## src/hw/pwm_ctrl_defines.svh

```systemverilog
`ifndef PWM_CTRL_DEFINES_SVH
`define PWM_CTRL_DEFINES_SVH
// register byte offsets on the avalon slave
`define OFS_CONTROL 5'h00
`define OFS_STATUS 5'h04
`define OFS_MASK 5'h08
`define OFS_CLOCK_SELECT 5'h0c
// control register fields
`define BIT_ENABLE 7
`define BIT_OUT_STATE 5
`define BIT_POLARITY 4
`define BIT_MODE_HI 3
`define BIT_MODE_LO 2
// writable bits of the control register
`define CONTROL_WMASK 8'h9c
`define CONTROL_RESET 8'h00
`define STATUS_RESET 4'h0
`define MASK_RESET 4'h0
`define CLKSEL_RESET 2'h0
`define MATCH_COUNT 4
`define DATA_ZERO 32'h0000_0000
`endif

```

## src/hw/pwm_ctrl_pkg.sv

```systemverilog
package pwm_ctrl_pkg;

  // operating modes of the counter logic
  typedef enum logic [1:0] {
    MODE_STANDARD = 2'h0,
    MODE_SET_ON_MATCH = 2'h1,
    MODE_TOGGLE_ON_MATCH = 2'h2,
    MODE_CENTER_ALIGNED = 2'h3
  } mode_t;

  // clock source choices for the channel
  typedef enum logic [1:0] {
    CLK_SYSTEM = 2'h0,
    CLK_FAST_INTERNAL_OSC = 2'h1,
    CLK_SLOW_INTERNAL_OSC = 2'h2,
    CLK_RESERVED = 2'h3
  } clock_select_t;

  // the four match events, bit order as in status and mask
  typedef struct packed {
    logic offset;
    logic period;
    logic duty;
    logic phase;
  } match_t;

  // settings handed to the counter and comparator logic
  typedef struct packed {
    logic enable;
    logic polarity_select;
    mode_t mode;
    clock_select_t clock_select;
    logic run;
  } config_t;

endpackage : pwm_ctrl_pkg

```

## src/hw/pwm_control_and_match_irq.sv

```systemverilog
// Notes on behaviour
// keeps running in sleep on internal oscillators
// four separate match interrupt sources
// flags set on rising edge of match
// bit 7 enables or disables the channel
// bit 5 shows output level, read only
// bit 4 set makes active level low
// bits 3-2 select one of four modes
// unimplemented control bits read as zero
// control bits clear on every reset
// flags stay set until software clears
//
// The Avalon-MM interface to the registers and the address map were left to the implementer.
`include "pwm_ctrl_defines.svh"
`timescale 1ns/1ps
`default_nettype none

module pwm_control_and_match_irq #(
  parameter int ADDR_WIDTH = 5
) (
  input wire logic i_clk,
  input wire logic i_reset,
  input wire logic [ADDR_WIDTH-1:0] i_address,
  input wire logic i_read,
  input wire logic i_write,
  input wire logic [31:0] i_writedata,
  input wire logic [3:0] i_byteenable,
  output logic [31:0] o_readdata,
  output logic o_waitrequest,
  input wire logic i_sleep,
  input wire pwm_ctrl_pkg::match_t i_match,
  input wire logic i_active,
  output logic o_pwm_out,
  output pwm_ctrl_pkg::config_t o_config,
  output logic o_irq
);

  // register state
  logic [7:0] control_q;
  logic [7:0] control_d;
  logic [3:0] status_q;
  logic [3:0] status_d;
  logic [3:0] mask_q;
  logic [3:0] mask_d;
  logic [1:0] clksel_q;
  logic [1:0] clksel_d;
  logic [3:0] match_prev_q;
  logic [3:0] snap_q;
  logic out_q;
  logic out_d;
  logic irq_q;
  logic wait_q;
  logic [31:0] rdata_q;
  logic [31:0] rdata_d;
  pwm_ctrl_pkg::config_t config_q;
  pwm_ctrl_pkg::config_t config_d;

  // bus decode
  wire request = i_read | i_write;
  wire capture = request & wait_q;
  wire done = request & ~wait_q;
  wire aligned = (i_address[1:0] == 2'h0);
  wire hit_control = aligned & (i_address == ADDR_WIDTH'(`OFS_CONTROL));
  wire hit_status = aligned & (i_address == ADDR_WIDTH'(`OFS_STATUS));
  wire hit_mask = aligned & (i_address == ADDR_WIDTH'(`OFS_MASK));
  wire hit_clksel = aligned & (i_address == ADDR_WIDTH'(`OFS_CLOCK_SELECT));
  wire wr_low = done & i_write & i_byteenable[0];
  wire wr_control = wr_low & hit_control;
  wire wr_mask = wr_low & hit_mask;
  wire wr_clksel = wr_low & hit_clksel;
  wire rd_status_done = done & i_read & hit_status;

  // match edges; a level held high sets the flag only once
  wire [3:0] match_now = i_match;
  wire [3:0] match_rise = match_now & ~match_prev_q;

  // a read of status clears only what it reported, so new events survive
  wire [3:0] clear_bits = rd_status_done ? snap_q : 4'h0;

  // sleep stops the channel unless it runs from one of the two internal oscillators
  wire internal_osc = (clksel_q == pwm_ctrl_pkg::CLK_FAST_INTERNAL_OSC) ||
                      (clksel_q == pwm_ctrl_pkg::CLK_SLOW_INTERNAL_OSC);
  wire run = control_q[`BIT_ENABLE] & (~i_sleep | internal_osc);

  // control image as software sees it
  wire [7:0] control_view = (control_q & `CONTROL_WMASK) |
                            (8'(out_q) << `BIT_OUT_STATE);

  // control register next value
  always_comb
  begin
    control_d = control_q;
    if (wr_control)
    begin
      control_d = i_writedata[7:0] & `CONTROL_WMASK;
    end
  end

  // status flags: the set wins over a same-cycle clear
  always_comb
  begin
    status_d = (status_q & ~clear_bits) | match_rise;
  end

  // mask and clock select
  always_comb
  begin
    mask_d = mask_q;
    clksel_d = clksel_q;
    if (wr_mask)
    begin
      mask_d = i_writedata[3:0];
    end
    if (wr_clksel)
    begin
      clksel_d = i_writedata[1:0];
    end
  end

  // output level; held while the channel is stalled in sleep
  always_comb
  begin
    out_d = out_q;
    if (!control_q[`BIT_ENABLE])
    begin
      out_d = control_q[`BIT_POLARITY];
    end
    else if (run)
    begin
      out_d = i_active ^ control_q[`BIT_POLARITY];
    end
  end

  // read mux; unmapped addresses answer zero
  always_comb
  begin
    rdata_d = `DATA_ZERO;
    if (hit_control)
    begin
      rdata_d[7:0] = control_view;
    end
    else if (hit_status)
    begin
      rdata_d[3:0] = status_q;
    end
    else if (hit_mask)
    begin
      rdata_d[3:0] = mask_q;
    end
    else if (hit_clksel)
    begin
      rdata_d[1:0] = clksel_q;
    end
  end

  // settings for the counter logic
  always_comb
  begin
    config_d.enable = control_q[`BIT_ENABLE];
    config_d.polarity_select = control_q[`BIT_POLARITY];
    config_d.mode = pwm_ctrl_pkg::mode_t'(control_q[`BIT_MODE_HI:`BIT_MODE_LO]);
    config_d.clock_select = pwm_ctrl_pkg::clock_select_t'(clksel_q);
    config_d.run = run;
  end

  // register update; every reset kind lands here
  always_ff @(posedge i_clk)
  begin
    if (i_reset)
    begin
      control_q <= `CONTROL_RESET;
      status_q <= `STATUS_RESET;
      mask_q <= `MASK_RESET;
      clksel_q <= `CLKSEL_RESET;
      out_q <= 1'b0;
    end
    else
    begin
      control_q <= control_d;
      status_q <= status_d;
      mask_q <= mask_d;
      clksel_q <= clksel_d;
      out_q <= out_d;
    end
  end

  // edge history and derived outputs
  always_ff @(posedge i_clk)
  begin
    if (i_reset)
    begin
      match_prev_q <= 4'h0;
      irq_q <= 1'b0;
      config_q <= '0;
    end
    else
    begin
      match_prev_q <= match_now;
      irq_q <= |(status_d & mask_d);
      config_q <= config_d;
    end
  end

  // bus handshake: one wait cycle, data latched at capture
  always_ff @(posedge i_clk)
  begin
    if (i_reset)
    begin
      wait_q <= 1'b1;
      rdata_q <= `DATA_ZERO;
      snap_q <= 4'h0;
    end
    else
    begin
      wait_q <= ~capture;
      if (capture & i_read)
      begin
        rdata_q <= rdata_d;
        snap_q <= hit_status ? status_q : 4'h0;
      end
    end
  end

  assign o_readdata = rdata_q;
  assign o_waitrequest = wait_q;
  assign o_pwm_out = out_q;
  assign o_config = config_q;
  assign o_irq = irq_q;

  // checks
  property p_flag_on_rise;
    @(posedge i_clk) disable iff (i_reset)
    match_rise[0] |=> status_q[0];
  endproperty
  a_flag_on_rise: assert property (p_flag_on_rise)
    else $error("phase flag not set on rising match");

  property p_no_set_on_level;
    @(posedge i_clk) disable iff (i_reset)
    (!status_q[1] && i_match.duty && match_prev_q[1]) |=> !status_q[1];
  endproperty
  a_no_set_on_level: assert property (p_no_set_on_level)
    else $error("duty flag set by a held match");

  property p_flags_independent;
    @(posedge i_clk) disable iff (i_reset)
    (match_rise == 4'h4 && status_q == 4'h0 && !rd_status_done) |=> (status_q == 4'h4);
  endproperty
  a_flags_independent: assert property (p_flags_independent)
    else $error("period event touched other flags");

  property p_flag_sticky;
    @(posedge i_clk) disable iff (i_reset)
    (status_q[3] && !rd_status_done && !capture) |=> status_q[3] [*2];
  endproperty
  a_flag_sticky: assert property (p_flag_sticky)
    else $error("offset flag dropped without a status read");

  property p_enable_write;
    @(posedge i_clk) disable iff (i_reset)
    wr_control |=> (control_q[`BIT_ENABLE] == $past(i_writedata[`BIT_ENABLE])) ##1
      (o_config.enable == $past(control_q[`BIT_ENABLE]));
  endproperty
  a_enable_write: assert property (p_enable_write)
    else $error("enable bit did not follow the write");

  property p_out_state_read;
    @(posedge i_clk) disable iff (i_reset)
    (capture && i_read && hit_control) |=> (o_readdata[`BIT_OUT_STATE] == $past(out_q));
  endproperty
  a_out_state_read: assert property (p_out_state_read)
    else $error("out state bit differs from output");

  property p_polarity;
    @(posedge i_clk) disable iff (i_reset)
    run |=> (o_pwm_out == ($past(i_active) ^ $past(control_q[`BIT_POLARITY])));
  endproperty
  a_polarity: assert property (p_polarity)
    else $error("output level ignores polarity");

  property p_mode_write;
    @(posedge i_clk) disable iff (i_reset)
    wr_control |-> ##2 (o_config.mode == $past(i_writedata[`BIT_MODE_HI:`BIT_MODE_LO], 2));
  endproperty
  a_mode_write: assert property (p_mode_write)
    else $error("mode field not taken from write");

  property p_unimplemented_zero;
    @(posedge i_clk) disable iff (i_reset)
    (capture && i_read && hit_control) |=> (o_readdata[6] == 1'b0 && o_readdata[1:0] == 2'h0);
  endproperty
  a_unimplemented_zero: assert property (p_unimplemented_zero)
    else $error("unimplemented control bit read as one");

  property p_reset_clears;
    @(posedge i_clk)
    i_reset |=> (control_q == 8'h00 && o_config.enable == 1'b0 || i_reset);
  endproperty
  a_reset_clears: assert property (p_reset_clears)
    else $error("control not cleared by reset");

  property p_sleep_run;
    @(posedge i_clk) disable iff (i_reset)
    (control_q[`BIT_ENABLE] && i_sleep && internal_osc) |=> o_config.run;
  endproperty
  a_sleep_run: assert property (p_sleep_run)
    else $error("channel stopped in sleep on internal osc");

  property p_one_wait;
    @(posedge i_clk) disable iff (i_reset)
    (request && wait_q) |=> !o_waitrequest ##1 o_waitrequest;
  endproperty
  a_one_wait: assert property (p_one_wait)
    else $error("waitrequest not low for exactly one cycle");

endmodule : pwm_control_and_match_irq

`default_nettype wire

```

## config.mk

```make
export PLATFORM = sky130hd
export DESIGN_NAME = pwm_control_and_match_irq
export DESIGN_NICKNAME = d
export VERILOG_FILES = /design/src/hw/pwm_ctrl_pkg.sv /design/src/hw/pwm_control_and_match_irq.sv
export VERILOG_INCLUDE_DIRS = /design/src /design/src/hw
export SDC_FILE = /design/constraint.sdc
export NUM_CORES = 1
export LEC_CHECK = 0
export ABC_AREA = 1
export BUFFER_PORTS_ARGS = -buffer_cell sky130_fd_sc_hd__buf_2
export CAP_MARGIN = 25
export CORE_MARGIN = 1
export CORE_UTILIZATION = 48
export DETAILED_ROUTE_END_ITERATION = 8
export MAX_ROUTING_LAYER = met4
export PLACE_DENSITY = 0.94
export REMOVE_ABC_BUFFERS = 1
export SLEW_MARGIN = 0
export SYNTH_ARGS = -nofsm -noshare
export SYNTH_HDL_FRONTEND = slang
export SYNTH_SLANG_ARGS = --single-unit
```

## constraint.sdc

```tcl
create_clock -name i_clk -period 3.3 [get_ports i_clk]
set_input_delay 0.66 -clock i_clk [delete_from_list [all_inputs] [get_ports i_clk]]
set_output_delay 0.66 -clock i_clk [all_outputs]
set_load 0.05 [all_outputs]
```

Yosys cells after proc, flatten, opt, wreduce, memory -nomap -nowiden
Index checks and enable logic that the tools add are counted.

Flip-flop bits (word level): 40. Latch bits: 0. Memory bits (writable): 0. Memory bits (read-only): 0. Input bits: 51. Output and inout port bits: 42. Logic and storage cells: 64. Memories: 0.

Add/subtract/negate cells: 0. Multiply operators: 0. Divide/modulo/power cells: 0. $lt $le $gt $ge: 0. Eq/ne operators: 6. Shift operators: 0. Muxes and demuxes: 11. Bitwise gates (word level): 28. Reduce and logical (&&, ||, !) cells: 4.

Operators by type and width (count): 4-bit two-way mux (6); 1-bit AND (15); 4-bit AND (3); 5-bit by 4-bit == test with 1-bit output (second input constant) (2); 4-bit NOT (2); 8-bit by 6-bit OR with 8-bit output (1); 2-bit two-way mux (3); 5-bit by 3-bit == test with 1-bit output (second input constant) (1); 5-bit zero test (1); 4-bit OR (1); 4-bit OR reduction (1); 1-bit NOT (3); 2-bit by 1-bit == test with 1-bit output (second input constant) (1); 2-bit == test (second input constant) (1); 2-bit zero test (1); 1-bit two-way mux (2); 2-bit by 1-bit != test with 1-bit output (second input constant) (1); 1-bit OR (2); 1-bit logical OR (1); 1-bit bitwise XOR (1).

Longest topological paths before layout
Depth in word-level cells: 10. Gate-level depth with buffers: 10. Gate-level depth less buffers: 10.

Worst setup path after synthesis
No wires, ideal clock.

Path kind: in2reg. Start point: in i_address[1]. End point: reg irq_q, in the netlist o_irq. Library setup time: 0.112 ns. Data arrival time: 1.466 ns. Required time: 3.188 ns. Slack: 1.722 ns. Stages: 10. Buffers on the path: 0. Cells stage by stage: nor2_1 -> nand2_2 -> nor2_4 -> nand3_1 -> nand2_1 -> nand2_1 -> nand2_1 -> nand2_1 -> nor2_1 -> nor2_1.

Cells in the longest elaborated chain, start to end: 9. Elaborated cells between the ends (all ways): 14. Classes of those cells: eq/ne: 2; mux: 2; bitwise: 8; reduce/logical: 2.

RTL lines: start: declaration (line pwm_control_and_match_irq.sv:23) `input wire logic [ADDR_WIDTH-1:0] i_address,`; 5-bit by 3-bit == test with 1-bit output / 2-bit zero test (equally long branches) (line pwm_control_and_match_irq.sv:64, pwm_control_and_match_irq.sv:62); 1-bit AND (line pwm_control_and_match_irq.sv:64) `` wire hit_status = aligned & (i_address == ADDR_WIDTH'(`OFS_STATUS)); ``; 1-bit AND (line pwm_control_and_match_irq.sv:71) `wire rd_status_done = done & i_read & hit_status;`; 4-bit two-way mux (line pwm_control_and_match_irq.sv:78) `wire [3:0] clear_bits = rd_status_done ? snap_q : 4'h0;`; 4-bit NOT (line pwm_control_and_match_irq.sv:102) `status_d = (status_q & ~clear_bits) | match_rise;`; 4-bit AND (line pwm_control_and_match_irq.sv:102); 4-bit OR (line pwm_control_and_match_irq.sv:102); 4-bit AND * (line pwm_control_and_match_irq.sv:199) `irq_q <= |(status_d & mask_d);`; 4-bit OR reduction * (line pwm_control_and_match_irq.sv:199); end signal: assignment (line pwm_control_and_match_irq.sv:199); end: declaration (line pwm_control_and_match_irq.sv:51) `logic irq_q;`.

Mark *: on every way between the ends. The rest lies on a longest branch, timed or not. A chain may end at the register's enable or synchronous reset.

Worst setup path in the final report
Start point: reg wait_q, in the netlist o_waitrequest. End point: out o_waitrequest.

RTL lines: start: declaration (line pwm_control_and_match_irq.sv:52) `logic wait_q;`; start signal: assignment (line pwm_control_and_match_irq.sv:215) `wait_q <= ~capture;`; end: declaration (line pwm_control_and_match_irq.sv:29) `output logic o_waitrequest,`.

No word-level cell between the ends.

==> out/metrics.cfg <==
[detailed_routing]
wirelength_um=3240
first_iter_violations=67
vias=1429
vias_per_cell=4.49
post_drt_wl_per_cell_um=10.2
drc=0
firstDrtPassIters=4
detail-route-antenna-nets=0

[setup_path]
critPathKind=flip-flop to output port
crit_chain=buf_2
cp_slowest_stage_delay_ns=0.43
path_delay_family=flip-flops
cp_slowest_cell=dfxtp_1
crit_path_end_kind=output port
path_buf_inv=1
critPathLaunch=o_waitrequest
start_kind=flip-flop
crit_arrival_ns=1.04
rr_startpoint=o_waitrequest
path_max_fanout=5
required_ns=2.64

[timing]
hold-worst-slack_ns=0.452
grt_setup_unrepaired=false
max_freq_ghz=0.589
finalCriticalPeriod_ns=1.70
skew_ns=0.00816
hold_viol_final=0
slew_violations=0
fin_tns_setup_ns=0
min_period_over_period=0.514
finalSetupViolCount=0

[job]
drv_cap=0

[synth]
synthMostInstantiatedCell=dfxtp_1
ys_seq_elements=39
netlist_area_mm2=0.00180
yosys-top-cells-count=39 x dfxtp_1, 38 x nand2_1, 25 x buf_4
ys_seq_area_frac=0.434
async_flop_share=0
synth_enable_flop_cells=0
yosysUniqueCellTypes=27
synth_largest_area_cell=dfxtp_1
avgSynthCellArea_um2=7.76
yosys_warnings=0
synthTopCellsByArea=dfxtp_1 43%, buf_4 10%, nand2_1 7.9%
synth_top_area_share=0.434
netlist_instances=232
synthFlopType=dfxtp_1

[die]
die_y_um=63.2
ios=93
initial_core_util=0.519
fp.coreArea_mm2=0.00347
dieArea_mm2=0.00400
num_rows=21
die_w_um=63.2

[clock_network]
htree_levels=2
worstSkewPairLatency_ns=0.30
root_buffer=clkbuf_8
cts_inserted_buffers=5
cts_resized=0
post-cts-setup-buffers=0
cts_tree=built
cts.clk_slew.worst_paths_ns=0.08
clock-sinks=39
holdBufCountCts=0
clockBufferDepth=2

[run_status]
status=finished, final reports clean

[global_route]
grt_max_degree=27
grt_pass1_vias=1231
overflow=0
grt_antenna_before_repair=0
grt_pass1_wl_um=5290
grt_use_total=0.178

[power]
power_density_mw_per_mm2=477
leakage_nw=0.948
max-vdd-ir-drop_mv=0.279

[placement]
finalWeightedCongestion=0.848
io_buffers=38
dp_hpwl_um=2460
place_inst=310
placed_area_mm2=0.00191

[worst_hold_path]
holdCritStartpoint=control_q[3]
hp-class=flip-flop to flip-flop

[finish]
area.growth.synth_to_final_pct=10.8
final_core_util=0.575
final_cells=318
final_layout_size_suffix_gt1_frac=0.254
diodes=0
final_area_mm2=0.00199
final_nets=322

[metal layers]
layer,vias to the layer above,GRT usage,part of all wire
li1,762,-,-
met1,617,0.190,0.44
met2,44,0.292,0.48
met3,6,0.0725,0.063
met4,0,0.0767,0.016
met5,-,-,0
[cell usage in the layout, fill, tap and decap left out]
| master | instances |
|---|---|
| dfxtp_1 | 39 |
| nand2_1 | 38 |
| buf_2 | 38 |
| conb_1 | 25 |
| inv_1 | 24 |
| nor2_1 | 22 |
| a21oi_1 | 21 |
| nand3_1 | 12 |
| o21ai_1 | 8 |
| nand2_2 | 6 |
| clkbuf_8 | 5 |
| o211ai_1 | 4 |
| or2_2 | 4 |
| o21ai_0 | 4 |
| inv_2 | 3 |
| o21ai_2 | 3 |
| nand4_1 | 2 |
| nor2_4 | 2 |
| nor2_2 | 2 |
| clkinv_2 | 2 |
| nor3_1 | 2 |
| nor3_4 | 1 |
| nand3_4 | 1 |
| nor3_2 | 1 |
| xnor2_1 | 1 |
| clkinvlp_4 | 1 |
| clkbuf_1 | 1 |
[registers in the layout, indices dropped and copies added, names as in the netlist, 2 cells and up]
| register | flops |
|---|---|
| o_config | 7 |
| control_q | 4 |
| mask_q | 4 |
| status_q | 4 |
| clksel_q | 2 |
| o_readdata | 7 |
| match_prev_q | 4 |
| snap_q | 4 |
[where the power goes]
group          switching (W)  internal [W]  total [W]  leakage (nW)
clock network       0.000167      0.000148   0.000314        0.0412
registers         0.00000674      0.000484   0.000490         0.318
logic               0.000119     0.0000271   0.000146         0.589
[kinds of logic after synthesis]
kind of cell / after synthesis / synth area share
AND/OR/NAND/NOR: 93 / 0.250
AO/OA/AOI/OAI: 40 / 0.123
buffers and inverters: 58 / 0.186
other: 1 / 0.00208
XOR/XNOR: 1 / 0.00487
flip-flops: 39 / 0.434
[per-stage QoR]
| step | power, W | setup slack [ns] |
|---|---|---|
| 6_report | 0.000950 | 1.60 |
| 5_1_grt | 0.000994 | 1.55 |
| 4_1_cts | 0.000958 | 1.61 |
| 3_5_place_dp | 0.000646 | 1.37 |
| 3_3_place_gp | 0.000644 | 1.42 |
| 2_1_floorplan | 0.000613 | 1.72 |
[worst paths after layout]
check / endpoint / slack [ns] / cells after the start
setup reg to reg: o_irq / 1.95 / 8
setup / recovery: o_waitrequest / 1.60 / 1
hold reg to reg: o_config[4] / 0.45 / 2
hold / removal: o_config[4] / 0.45 / 2
[layout make-up]
cell class / count / area (um^2)
Timing Repair Buffer: 38 / 190
Tap cell: 46 / 57.6
Inverter: 28 / 106
Multi-Input combinational cell: 159 / 773
Fill cell: 345 / 1480
Clock buffer: 6 / 72.6
Sequential cell: 39 / 781
Clock inverter: 2 / 12.5
Power figures use the tool's default switching activity.
